**config.mk**
```make
export PLATFORM = sky130hd
export DESIGN_NAME = acc_ctrl
export DESIGN_NICKNAME = d
export VERILOG_FILES = /design/src/inc/acc_pkg.sv /design/src/hw/acc_ctrl.sv
export SDC_FILE = /design/constraint.sdc
export NUM_CORES = 1
export LEC_CHECK = 0
export ABC_CLOCK_PERIOD_IN_PS = 6120
export BUFFER_PORTS_ARGS = -buffer_cell sky130_fd_sc_hd__buf_2
export CAP_MARGIN = 20
export CORE_MARGIN = 2
export CORE_UTILIZATION = 40
export DETAILED_ROUTE_END_ITERATION = 10
export GPL_TIMING_DRIVEN = 0
export HOLD_SLACK_MARGIN = 0.05
export PLACE_DENSITY_LB_ADDON = 0.12
export REMOVE_ABC_BUFFERS = 1
export SYNTH_ARGS = -nofsm -noshare
export SYNTH_HDL_FRONTEND = slang
export SYNTH_SLANG_ARGS = --single-unit
```
**constraint.sdc**
```tcl
create_clock -name ref_clk -period 6.12 [get_ports ref_clk]
set_input_delay 1.224 -clock ref_clk [delete_from_list [all_inputs] [get_ports ref_clk]]
set_output_delay 1.224 -clock ref_clk [all_outputs]
set_load 0.01 [all_outputs]
```
**src/inc/acc_pkg.sv**
```systemverilog
// Purpose: shared constants and types for the serial conversion controller
// Assumes: one 100 MHz clock, synchronous active-high reset
// Notes: serial pins arrive already synchronous to ref_clk
package acc_pkg;
  localparam int unsigned CLK_MHZ = 100;
  localparam int unsigned CONV_TIME_US = 1000;
  localparam int unsigned CONV_CYCLES = CONV_TIME_US * CLK_MHZ;
  localparam int unsigned RESULT_BITS = 16;
  localparam int unsigned FRAME_BITS = 19;
  localparam int unsigned NOTCH_DIV = 2560;
  localparam int unsigned ISCK_HALF_CYCLES = 2;
  localparam int unsigned FO_ACT_CYCLES = 64;
  localparam logic [4:0] BIT_CNT_RST = 5'h00;
  localparam logic [15:0] CODE_RST = 16'h0000;
  localparam logic [7:0] MUX_RST = 8'h00;
  // the two extra frame bits between the end flag and the code
  localparam logic [1:0] HDR_OVER = 2'h1;
  localparam logic [1:0] HDR_UNDER = 2'h2;

  typedef enum logic [1:0] {
    ACC_CONV = 2'b00,
    ACC_SLEEP = 2'b01,
    ACC_DOUT = 2'b10
  } acc_state_t;

  typedef struct packed {
    logic [15:0] code;
    logic over;
    logic under;
  } acc_result_t;

  typedef struct packed {
    logic sdo_o;
    logic sdo_oe;
    logic sck_o;
    logic sck_oe;
    logic sck_pullup;
  } acc_pins_t;
endpackage

```
**src/hw/acc_ctrl.sv**
```systemverilog
// Purpose: serial conversion sequencing and shift interface of the converter
// Assumes: pin inputs synchronous to ref_clk; analog core supplies result words
// Notes: conversion timer, counting only in the conversion state, stands in for the modulator
//
// Summary of operation
// - chip select low enables output driver and wakes device from sleep.
// - after every conversion enter sleep and stay while chip select high.
// - chip select rising during shifting, after a rising serial clock edge, aborts and starts new conversion.
// - output driver off while chip select is high.
// - during conversion and sleep output shows status; host reads with select low.
// - internal clock mode drives the serial clock during data output.
// - external clock mode takes the host serial clock as input.
// - clock mode sampled from serial clock on the first cycle after reset release and at each select fall.
// - weak pull-up on serial clock whenever internal mode is in effect.
// - static frequency control level selects the internal oscillator.
// - toggling frequency control selects external clock; notch is rate over 2560.
// - mux address shifted in from sdi on each rising serial clock edge; the last eight bits are kept.
// - result is a 16-bit code with step of reference over two to sixteen.
// - distinct codes for overrange and underrange inputs.
// - data output ends after 19 bits, then a new conversion starts.
// - output data changes on falling serial clock edges.
// - select high before any rising edge returns to sleep, result kept.
// - clock pulses beyond the frame shift out logic high bits.
`timescale 1ns/10ps
module acc_ctrl #(
  parameter int unsigned CONV_LEN = acc_pkg::CONV_CYCLES
) (
  // clock and reset
  input wire logic ref_clk,
  input wire logic reset,
  // serial pins
  input wire logic cs_n,
  input wire logic sdi,
  input wire logic sck_i,
  input wire logic freq_control_input,
  output acc_pkg::acc_pins_t pins,
  // analog core side
  input wire acc_pkg::acc_result_t conv_data,
  output logic conv_start,
  output logic [7:0] mux_addr,
  output logic ext_clk_sel,
  output logic int_sck_mode
);
  import acc_pkg::*;

  // ==========================================================
  // state
  acc_state_t state_q, state_d;
  logic cs_q, cs_d;
  logic sck_q, sck_d;
  logic mode_int_q, mode_int_d;
  logic [31:0] conv_cnt_q, conv_cnt_d;
  logic [18:0] shift_q, shift_d;
  logic [4:0] bit_cnt_q, bit_cnt_d;
  logic rose_q, rose_d;
  logic [7:0] mux_sh_q, mux_sh_d;
  logic [7:0] mux_q, mux_d;
  logic isck_q, isck_d;
  logic [7:0] isck_div_q, isck_div_d;
  logic fo_q, fo_d;
  logic [6:0] fo_act_q, fo_act_d;
  logic ext_q, ext_d;
  logic start_q, start_d;
  acc_pins_t pins_q, pins_d;
  logic eoc_n_q, eoc_n_d;
  logic strap_q, strap_d;

  // frame: end-of-conversion flag low, two range flag bits, code
  function automatic logic [18:0] pack_frame(input acc_result_t r);
    logic [1:0] hdr;
    hdr = r.over ? HDR_OVER : (r.under ? HDR_UNDER : 2'h0);
    if (r.over) begin
      pack_frame = {1'b0, hdr, 16'hffff};
    end else if (r.under) begin
      pack_frame = {1'b0, hdr, 16'h0000};
    end else begin
      pack_frame = {1'b0, hdr, r.code};
    end
  endfunction

  // ==========================================================
  // next state
  logic sck_now;
  logic sck_rise, sck_fall, cs_fall, cs_rise;
  always_comb begin
    state_d = state_q;
    cs_d = cs_n;
    mode_int_d = mode_int_q;
    conv_cnt_d = conv_cnt_q;
    shift_d = shift_q;
    bit_cnt_d = bit_cnt_q;
    rose_d = rose_q;
    mux_sh_d = mux_sh_q;
    mux_d = mux_q;
    isck_d = isck_q;
    isck_div_d = isck_div_q;
    start_d = 1'b0;
    eoc_n_d = eoc_n_q;
    cs_fall = cs_q & ~cs_n;
    cs_rise = ~cs_q & cs_n;
    // first cycle after release reads the pin strap, later only select falls
    if (cs_fall || !strap_q) begin
      mode_int_d = sck_i;
    end
    // internal clock divider runs only while shifting
    if (state_q == ACC_DOUT && mode_int_q && !cs_n) begin
      if (isck_div_q == 8'(ISCK_HALF_CYCLES - 1)) begin
        isck_div_d = 8'h00;
        isck_d = ~isck_q;
      end else begin
        isck_div_d = isck_div_q + 8'h01;
      end
    end else begin
      isck_div_d = 8'h00;
      isck_d = 1'b1;
    end
    sck_now = mode_int_q ? isck_q : sck_i;
    sck_d = sck_now;
    sck_rise = ~sck_q & sck_now;
    sck_fall = sck_q & ~sck_now;
    case (state_q)
      ACC_CONV: begin
        eoc_n_d = 1'b1;
        if (conv_cnt_q >= CONV_LEN - 1) begin
          conv_cnt_d = '0;
          shift_d = pack_frame(conv_data);
          eoc_n_d = 1'b0;
          state_d = ACC_SLEEP;
        end else begin
          conv_cnt_d = conv_cnt_q + 32'h1;
        end
      end
      ACC_SLEEP: begin
        if (!cs_n) begin
          state_d = ACC_DOUT;
          bit_cnt_d = BIT_CNT_RST;
          rose_d = 1'b0;
        end
      end
      ACC_DOUT: begin
        if (cs_rise) begin
          if (rose_q) begin
            state_d = ACC_CONV;
            start_d = 1'b1;
            mux_d = mux_sh_q;
          end else begin
            state_d = ACC_SLEEP;
          end
        end else begin
          if (sck_rise) begin
            rose_d = 1'b1;
            mux_sh_d = {mux_sh_q[6:0], sdi};
            bit_cnt_d = bit_cnt_q + 5'h01;
          end
          if (sck_fall && rose_q) begin
            shift_d = {shift_q[17:0], 1'b1};
          end
          if (sck_fall && bit_cnt_q == 5'(FRAME_BITS)) begin
            state_d = ACC_CONV;
            start_d = 1'b1;
            mux_d = mux_sh_q;
          end
        end
      end
      default: begin
        state_d = ACC_CONV;
      end
    endcase
  end

  // frequency control: recent toggling means an external clock is present
  always_comb begin
    fo_d = freq_control_input;
    fo_act_d = fo_act_q;
    ext_d = ext_q;
    if (fo_q != freq_control_input) begin
      fo_act_d = 7'(FO_ACT_CYCLES);
      ext_d = 1'b1;
    end else if (fo_act_q != 7'h00) begin
      fo_act_d = fo_act_q - 7'h01;
    end else begin
      ext_d = 1'b0;
    end
  end

  // pin drivers
  always_comb begin
    pins_d.sdo_oe = ~cs_n;
    pins_d.sdo_o = (state_d == ACC_DOUT) ? shift_d[18] : eoc_n_d;
    pins_d.sck_oe = mode_int_d & (state_d == ACC_DOUT) & ~cs_n;
    pins_d.sck_o = isck_d;
    pins_d.sck_pullup = mode_int_d;
  end

  // ==========================================================
  // registers
  always_ff @(posedge ref_clk) begin
    if (reset) begin
      state_q <= ACC_CONV;
      cs_q <= 1'b1;
      sck_q <= 1'b1;
      mode_int_q <= 1'b1;
      conv_cnt_q <= '0;
      shift_q <= {3'h0, CODE_RST};
      bit_cnt_q <= BIT_CNT_RST;
      rose_q <= 1'b0;
      mux_sh_q <= MUX_RST;
      mux_q <= MUX_RST;
      isck_q <= 1'b1;
      isck_div_q <= 8'h00;
      fo_q <= 1'b0;
      fo_act_q <= 7'h00;
      ext_q <= 1'b0;
      start_q <= 1'b1;
      pins_q <= '0;
      eoc_n_q <= 1'b1;
    end else begin
      state_q <= state_d;
      cs_q <= cs_d;
      sck_q <= sck_d;
      mode_int_q <= mode_int_d;
      conv_cnt_q <= conv_cnt_d;
      shift_q <= shift_d;
      bit_cnt_q <= bit_cnt_d;
      rose_q <= rose_d;
      mux_sh_q <= mux_sh_d;
      mux_q <= mux_d;
      isck_q <= isck_d;
      isck_div_q <= isck_div_d;
      fo_q <= fo_d;
      fo_act_q <= fo_act_d;
      ext_q <= ext_d;
      start_q <= start_d;
      pins_q <= pins_d;
      eoc_n_q <= eoc_n_d;
    end
  end

  // power-up mode strap caught on the first cycle after release
  always_comb begin
    strap_d = 1'b1;
  end
  always_ff @(posedge ref_clk) begin
    if (reset) begin
      strap_q <= 1'b0;
    end else begin
      strap_q <= strap_d;
    end
  end
  assign pins = pins_q;
  assign conv_start = start_q;
  assign mux_addr = mux_q;
  assign ext_clk_sel = ext_q;
  assign int_sck_mode = mode_int_q;
endmodule // acc_ctrl

```
After elaboration in Yosys (flattened, before gate mapping). Cells that the tools add are included.

Equal/unequal tests: 13. Bitwise operators: 13. $lt $le $gt $ge: 1. Add/subtract/negate cells: 4. Reduce and logical (&&, ||, !) cells: 19. Multiplexer cells: 42.

Operator list (count): $mux W19 (3); $pmux W19 S2 (1); $add A32 B1 Y32 const B (1); $ge A32 B17 Y1 const B (1); $mux W16 (2); $mux W32 (1); $mux W8 (3); $mux W1 (18); $mux W5 (3); $mux W7 (2); $mux W2 (6); $ne A2 B2 Y1 const B (6); $pmux W5 S2 (1); $add A8 B1 Y8 const B (1); $eq A8 B1 Y1 const B (1); $reduce_and A4 Y1 (2); $reduce_bool A2 Y1 (4); $not A1 Y1 (7); $reduce_bool A7 Y1 (1); $sub A7 B1 Y7 const B (1); $and A1 B1 Y1 (6); $pmux W2 S3 (1); $reduce_and A3 Y1 (2); $add A5 B1 Y5 const B (1); other kinds (12) (17).

Word-level logic and storage cells: 117. Output and inout port bits: 16. Flip-flop bits (word level): 104. Bits of input ports: 24.

Longest topological paths before layout. Gate-level depths: netlist of the first run.

Word-level depth: 10. Gate-level depth with buffers: 8.

Worst setup path after synthesis of the first run. OpenSTA, ideal clock, no wires.

Kind: input-to-reg. Start point: in conv_data[1] in the netlist's numbering. End point: reg shift_q[10]. Setup slack: 3490 ps. Arrival time: 2508 ps. Setup time: 122 ps. Stages: 4. Path buffers: 2. Data required time: 5998 ps. Cell sequence: clkbuf_8 > dlygate4sd3_1 > a21o_2 > a221o_1.

Cells in the longest elaborated chain, start to end: 3.

RTL lines: start: declaration (RTL line acc_ctrl.sv:38) `input wire acc_pkg::acc_result_t conv_data,`; $mux W16 (RTL line acc_ctrl.sv:72) `if (r.over) begin`; $mux W19 (RTL line acc_ctrl.sv:124) `if (conv_cnt_q >= CONV_LEN - 1) begin`; $pmux W19 S2 (RTL line acc_ctrl.sv:121) `case (state_q)`; end signal: assignment (RTL line acc_ctrl.sv:204) `shift_q <= {3'h0, CODE_RST};`; end signal: assignment (RTL line acc_ctrl.sv:223) `shift_q <= shift_d;`; end: declaration (RTL line acc_ctrl.sv:53) `logic [18:0] shift_q, shift_d;`.

Every way passes these cells. The select of a mux whose other input is x is not followed. A chain may end at the register's enable or synchronous reset.

Final worst setup path of the first run.
Start point: in sck_i. End point: reg shift_q[10].

Cells in the longest elaborated chain, start to end: 6.

RTL lines: start: declaration (RTL line acc_ctrl.sv:34) `input wire logic sck_i,`; $mux W1 (RTL line acc_ctrl.sv:117) `sck_now = mode_int_q ? isck_q : sck_i;`; $not A1 Y1 (RTL line acc_ctrl.sv:120) `sck_fall = sck_q & ~sck_now;`; $and A1 B1 Y1 (RTL line acc_ctrl.sv:120); $logic_and A1 B1 Y1 (RTL line acc_ctrl.sv:155) `if (sck_fall && rose_q) begin`; $ne A2 B1 Y1 (no line); $reduce_and A4 Y1 (no line).

Every way passes these cells.

==> results of run 1 <==
[synth_stat cells, drive strengths merged (2+ instances only)]
cell,instances
a31oi,4
o21ai,4
or2,2
xnor2,17
ha,6
o21a,6
a211oi,4
nor2,69
or4,3
nand3,17
mux2i,10
nor2b,4
and3,7
inv,14
a21oi,30
nor3,15
dfxtp,104
nand3b,3
a221o,17
buf,7
nand4,5
nand2b,2
a41oi,3
clkbuf,12
a21o,16
and4,6
or3,2
xor2,12
nand2,49
and2,19
nor4,9
nor4b,2
[registers in the layout, summed over array words and instances, names as in the netlist, 2 cells and up]
register,flops
pins,5
state_q,2
shift_q,19
bit_cnt_q,5
isck_div_q,8
conv_cnt_q,32
mux_sh_q,8
mux_addr,8
fo_act_q,7
[per-stage QoR]
stage / instances / utilization, % / area, µm² / hold WS (ns)
after floorplan: 471 / - / 4350 / 0.424
after global placement: 650 / 43.3 / 4720 / 0.446
after detailed placement: 653 / 43.7 / 4760 / 0.444
after CTS: 669 / 45.6 / 4960 / 0.459
after global routing: 670 / 45.7 / 4980 / 0.473
final: 670 / 45.7 / 4980 / 0.457
[worst max-delay path, cell delays in order]
cell and delay (ns):
buf_2 0.11, mux2i_2 0.43, nand2_1 0.17, nor4_2 0.51, buf_4 0.27, and2_2 0.15
a221o_1 0.10
[layer usage]
metal  vias to the layer above  GRT usage [%]  part of all wire (%)
li1                       1789              -                     -
met1                      1587           20.7                    51
met2                        40           24.5                    45
met3                         7           5.47                   3.0
met4                         0           4.34                   1.1
met5                         -              0                     0
[worst paths after layout]
check | to | slack (ns) | cells after the start
setup / recovery | shift_q[10]$_SDFFE_PP0P_ | 3.47 | 7
hold / removal | mux_sh_q[7]$_SDFFE_PP0P_ | 0.46 | 2
hold reg to reg | mux_sh_q[7]$_SDFFE_PP0P_ | 0.46 | 2
setup reg to reg | shift_q[4]$_SDFFE_PP0P_ | 3.59 | 7
[power by group]
| part | switching, mW | internal [mW] | total, mW |
|---|---|---|---|
| Combinational | 0.0912 | 0.0784 | 0.170 |
| Clock | 0.231 | 0.211 | 0.442 |
| Sequential | 0.0218 | 0.702 | 0.724 |
| Total | 0.344 | 0.992 | 1.34 |
[cell type report]
cell class / instances / share of cell area [%]
multi-input cells: 352 / 44.6
flip-flops and latches: 104 / 41.8
repair buffers: 43 / 4.75
well taps: 140 / 3.52
clock buffers: 11 / 3.04
inverters: 15 / 1.13
clock inverters: 5 / 1.08
[cell families after synthesis]
logic type / share of synthesized area, %
simple gates: 24.8
xor+xnor: 5.65
mux: 2.31
fa+ha+maj: 1.67
flops: 46.3
compound gates: 14.7
buf+inv: 4.59
==> out/qor.csv, run 1 <==
metric,value,unit
Die Y,110,µm
Final #Nets,555,
crit path launch type,primary input,
asr flop ratio synth,0,%
clock latency on the worst-skew pair,0.37,ns
CP endpoint kind,register,
Static Leak,1.87,nW
ratio of cells with drive above 1 in the final layout,18.7,%
Synth area leader,dfxtp_1,
Synth cell types,63,
HP Class,reg -> reg,
Final Cycle Share,43.4,%
routed wire length,8720,µm
"commonest cells after routing, fill and taps aside","104 x dfxtp_1, 68 x nor2_1, 49 x nand2_1",
Hold Buf Count CTS,0,
clk buf depth,2,
Synth-to-Final Area Change,10.6,%
cells taking the most area after synthesis,"dfxtp_1 46%, nor2_1 5.7%, nand2_1 4.1%",
"EDFF count, synth",0,
first-pass GRT wire length,15000,µm
total track usage,15.7,%
largest net degree at the start of global routing,43,
sequential element share of the synthesized area,46.3,%
worst setup path start,sck_i,
Post-CTS Setup Repair Bufs,0,
clk root buf,clkbuf_8,
total gr overflow,0,
Iter 0 DRT Violations,156,
slew margin rel.,45.6,%
RSZ-0062 raised after global routing,false,
DRC,0,
CTS sink count,104,
final hold vios,0,
FF+latch area,0.00208,mm²
final max-slew violation count,0,
Peak supply drop,170,µV
dpl hpwl,5970,µm
"Setup violations, final",0,
Die ar.,0.0121,mm²
worst path required time,6.44,ns
Port-buffer cells,39,
share of the synthesized area in the top cell type,46.3,%
die width,110,µm
# resized after CTS,0,
Worst Tran Pin Value,0.809,ns
multi-input logic area,0.00222,mm²
setup_tns,0,ns
GPL Wtd Cong,0.792,
status,"finished, final reports clean",
Synth Instances,492,
average size of a mapped cell,9.14,µm²
TritonCTS clock tree,done,
fmax,0.377,GHz
CTS Buf Count,9,
"Cell Area, Synth",0.00450,mm²
worst r2r src,conv_cnt_q[0]$_SDFFE_PP0P_,
number of global-route vias before repair,3217,
Synth Flop Type,dfxtp_1,
initial antenna violation count,0,
number of synthesized register bits,104,
"commonest non-fill, non-tap cell in the layout",dfxtp_1,
PnR Total Power,1.34,mW
pre-CTS setup slack,3.09,ns
Routed Antenna Nets,0,
routed len/inst,13.0,µm
H-tree depth,3,
Clock transition at path regs,0.09,ns
Setup CP Type,in -> reg,
minimum clock period,2.65,ns
synth warn,0,
CP Data Arrival Time,2.97,ns
max-cap violations,0,
Initial Utilization,41.3,%
Via Count,3423,
vias per inst,5.11,
crit-path max FO,10,
# fillers,1064,
n_diodes,0,
final worst-path setup slack,3.47,ns
cell area power density,268,mW/mm²
HP Start,mux_sh_q[7]$_SDFFE_PP0P_,
First-pass DRT Iterations,6,
Layout Skew,0.00907,ns
Core Box Area,0.0109,mm²
IO Pins,40,
row cnt,38,
Power figures use the tool's default switching activity.
==> run 2: changes to the inputs <==
ABC_CLOCK_PERIOD_IN_PS = 2500   (was 6120)
clock period = 2.5 ns   (was 6.12 ns; I/O delays follow)
==> run 2 against run 1 <==
Clock power grew 140%. Flip-flop and latch count stayed put. Critical endpoint is now pins[4]$_SDFF_PP0_. Critical path depth shrank 1. Sequential share of layout area is 0.14 points lower. First-iteration DRC count shrank 10%. Global-route usage is the same. Power increased by 140%. Largest cell class unchanged. Routed wire length is 0.42% lower.
==> out/qor.csv, run 2 (synthesized netlist as in run 1, its figures left out) <==
metric,value,unit,change
Critical-path top delay cell,o311ai_0,,
Routed Antenna Nets,0,,unchanged
fmax,0.432,GHz,
crit path launch type,register,,
n_diodes,0,,unchanged
Top Registers,"conv_cnt_q x32, shift_q x19",,
GPL Wtd Cong,0.792,,unchanged
Iter 0 DRT Violations,140,,-10%
H-tree depth,3,,unchanged
"CP delay by family, top",compound AO/OA/AOI/OAI gates,,
cell chain of the critical path,"ha_1, and4_2, o311ai_0, and3_2, nand2_1, a311oi_1",,
dpl hpwl,5970,µm,unchanged
Die ar.,0.0121,mm²,unchanged
CP endpoint kind,register,,
TritonCTS clock tree,done,,
"commonest non-fill, non-tap cell in the layout",dfxtp_1,,
row cnt,38,,unchanged
Hold Buf Count CTS,0,,unchanged
Gate power share,12.8,%,about the same
Flop pwr share,54.2,%,about the same
status,"finished, final reports clean",,
CP max stage delay,0.44,ns,-0.07 ns
HP Class,in -> reg,,
initial antenna violation count,0,,unchanged
clock power share,33.0,%,about the same
worst path required time,2.73,ns,-3.71 ns
Setup CP Type,reg -> reg,,
Core Box Area,0.0109,mm²,unchanged
crit-path max FO,8,,-2
RSZ-0062 raised after global routing,false,,
clk root buf,clkbuf_8,,
IO Pins,40,,unchanged
Initial Utilization,41.3,%,unchanged
r2r endpoint,pins[4]$_SDFF_PP0_,,
FF-to-FF setup slack,0.19,ns,-3.40 ns
Pint,2.43,mW,+150%
final hold vios,0,,unchanged
Min Hold Slack,0.365,ns,-0.0920 ns
clock latency on the worst-skew pair,0.37,ns,about the same
Reg2Reg Depth,6,,-1
max reg flops,32,,unchanged
Worst Tran Pin Value,0.809,ns,unchanged
minimum clock period,2.31,ns,
HP Start,freq_control_input,,
"Setup violations, final",0,,unchanged
CTS Buf Count,9,,unchanged
ratio of cells with drive above 1 in the final layout,18.9,%,+0.19 points
Static Leak,1.87,nW,about the same
switching share of power,25.6,%,-0.13 points
Final Cycle Share,92.6,%,
clk buf depth,2,,unchanged
Final #Nets,555,,unchanged
largest net degree at the start of global routing,43,,unchanged
die width,110,µm,unchanged
P_sw,0.838,mW,+140%
Hold Path Stages,2,,unchanged
max-cap violations,0,,unchanged
routed wire length,8690,µm,-0.42%
CTS sink count,104,,unchanged
total gr overflow,0,,unchanged
cell area power density,655,mW/mm²,+140%
Peak supply drop,414,µV,+140%
Die Y,110,µm,unchanged
final max-slew violation count,0,,unchanged
"commonest cells after routing, fill and taps aside","104 x dfxtp_1, 68 x nor2_1, 49 x nand2_1",,
number of global-route vias before repair,3218,,+0.031%
routed len/inst,13.0,µm,-0.42%
Layout Skew,0.00911,ns,+0.0000428 ns
post-layout util,45.9,%,+0.15 points
Clock transition at path regs,0.10,ns,about the same
vias per inst,5.11,,about the same
WP buf/inv,0,,-2
first-pass GRT wire length,15000,µm,about the same
total track usage,15.7,%,unchanged
worst hold path endpoint,fo_q$_SDFF_PP0_,,
Top reg by flops,conv_cnt_q,,
Via Count,3421,,-0.058%
slew margin rel.,45.6,%,unchanged
First-pass DRT Iterations,5,,-1
CP Data Arrival Time,2.55,ns,-0.42 ns
worst r2r src,conv_cnt_q[0]$_SDFFE_PP0P_,,
Port-buffer cells,39,,unchanged
Synth-to-Final Area Change,11.0,%,
DRC,0,,unchanged
## run 2: per-layer routing
metal  routed length [µm]  track usage, %
met1                 4400            20.6
met2                 3940            24.5
met3                  278            5.47
met4                   63            4.34
met5                    0               0
## run 2: how the worst max path moves through the flow
stage / endpoint / slack, ns / cells past startpoint / startpoint
after floorplan: bit_cnt_q[2]$_SDFFE_PP0P_ / 0.21 / 5 / cs_n
after global placement: bit_cnt_q[2]$_SDFFE_PP0P_ / -0.61 / 6 / cs_n
after detailed placement: shift_q[2]$_SDFFE_PP0P_ / 0.02 / 6 / conv_cnt_q[0]$_SDFFE_PP0P_
after CTS: shift_q[4]$_SDFFE_PP0P_ / 0.005 / 6 / conv_cnt_q[0]$_SDFFE_PP0P_
after global routing: conv_cnt_q[23]$_SDFFE_PP0P_ / 0.06 / 7 / conv_cnt_q[0]$_SDFFE_PP0P_
final: pins[4]$_SDFF_PP0_ / 0.19 / 6 / conv_cnt_q[0]$_SDFFE_PP0P_
## run 2: final cells by class
cell class / count / area [µm²]
tap: 140 / 175
timing repair buffer: 43 / 245
inverter: 15 / 56.3
clock buffer: 11 / 151
clock inverter: 5 / 53.8
fill: 1058 / 5900
sequential: 104 / 2080
multi-input combinational: 352 / 2230
## run 2: power by group through the flow
stage | Sequential [mW] | Clock [mW] | Combinational [mW]
floorplan | 1.80 | 0 | 0.316
global placement | 1.81 | 0 | 0.406
detailed placement | 1.81 | 0 | 0.418
CTS | 1.77 | 1.14 | 0.422
global route | 1.78 | 1.20 | 0.485
finish | 1.77 | 1.08 | 0.418
## run 2: timing repair
| item | CTS | global route |
|---|---|---|
| buffers inserted | 0 | 1 |
| gates resized for setup | 1 | 1 |
| pin swaps | 0 | 1 |
| endpoints found under the setup margin | 2 | 31 |
## run 2: metrics by stage
stage	total power [mW]	std cells	TNS [ns]	setup slack, ns	instance area (µm²)
2_1_floorplan	2.12	471	0	0.212	4350
3_3_place_gp	2.22	650	-15.31	-0.615	4720
3_5_place_dp	2.23	653	0	0.0182	4760
4_1_cts	3.33	669	0	0.00539	4970
5_1_grt	3.47	670	0	0.0588	4990
6_report	3.27	670	0	0.186	4990
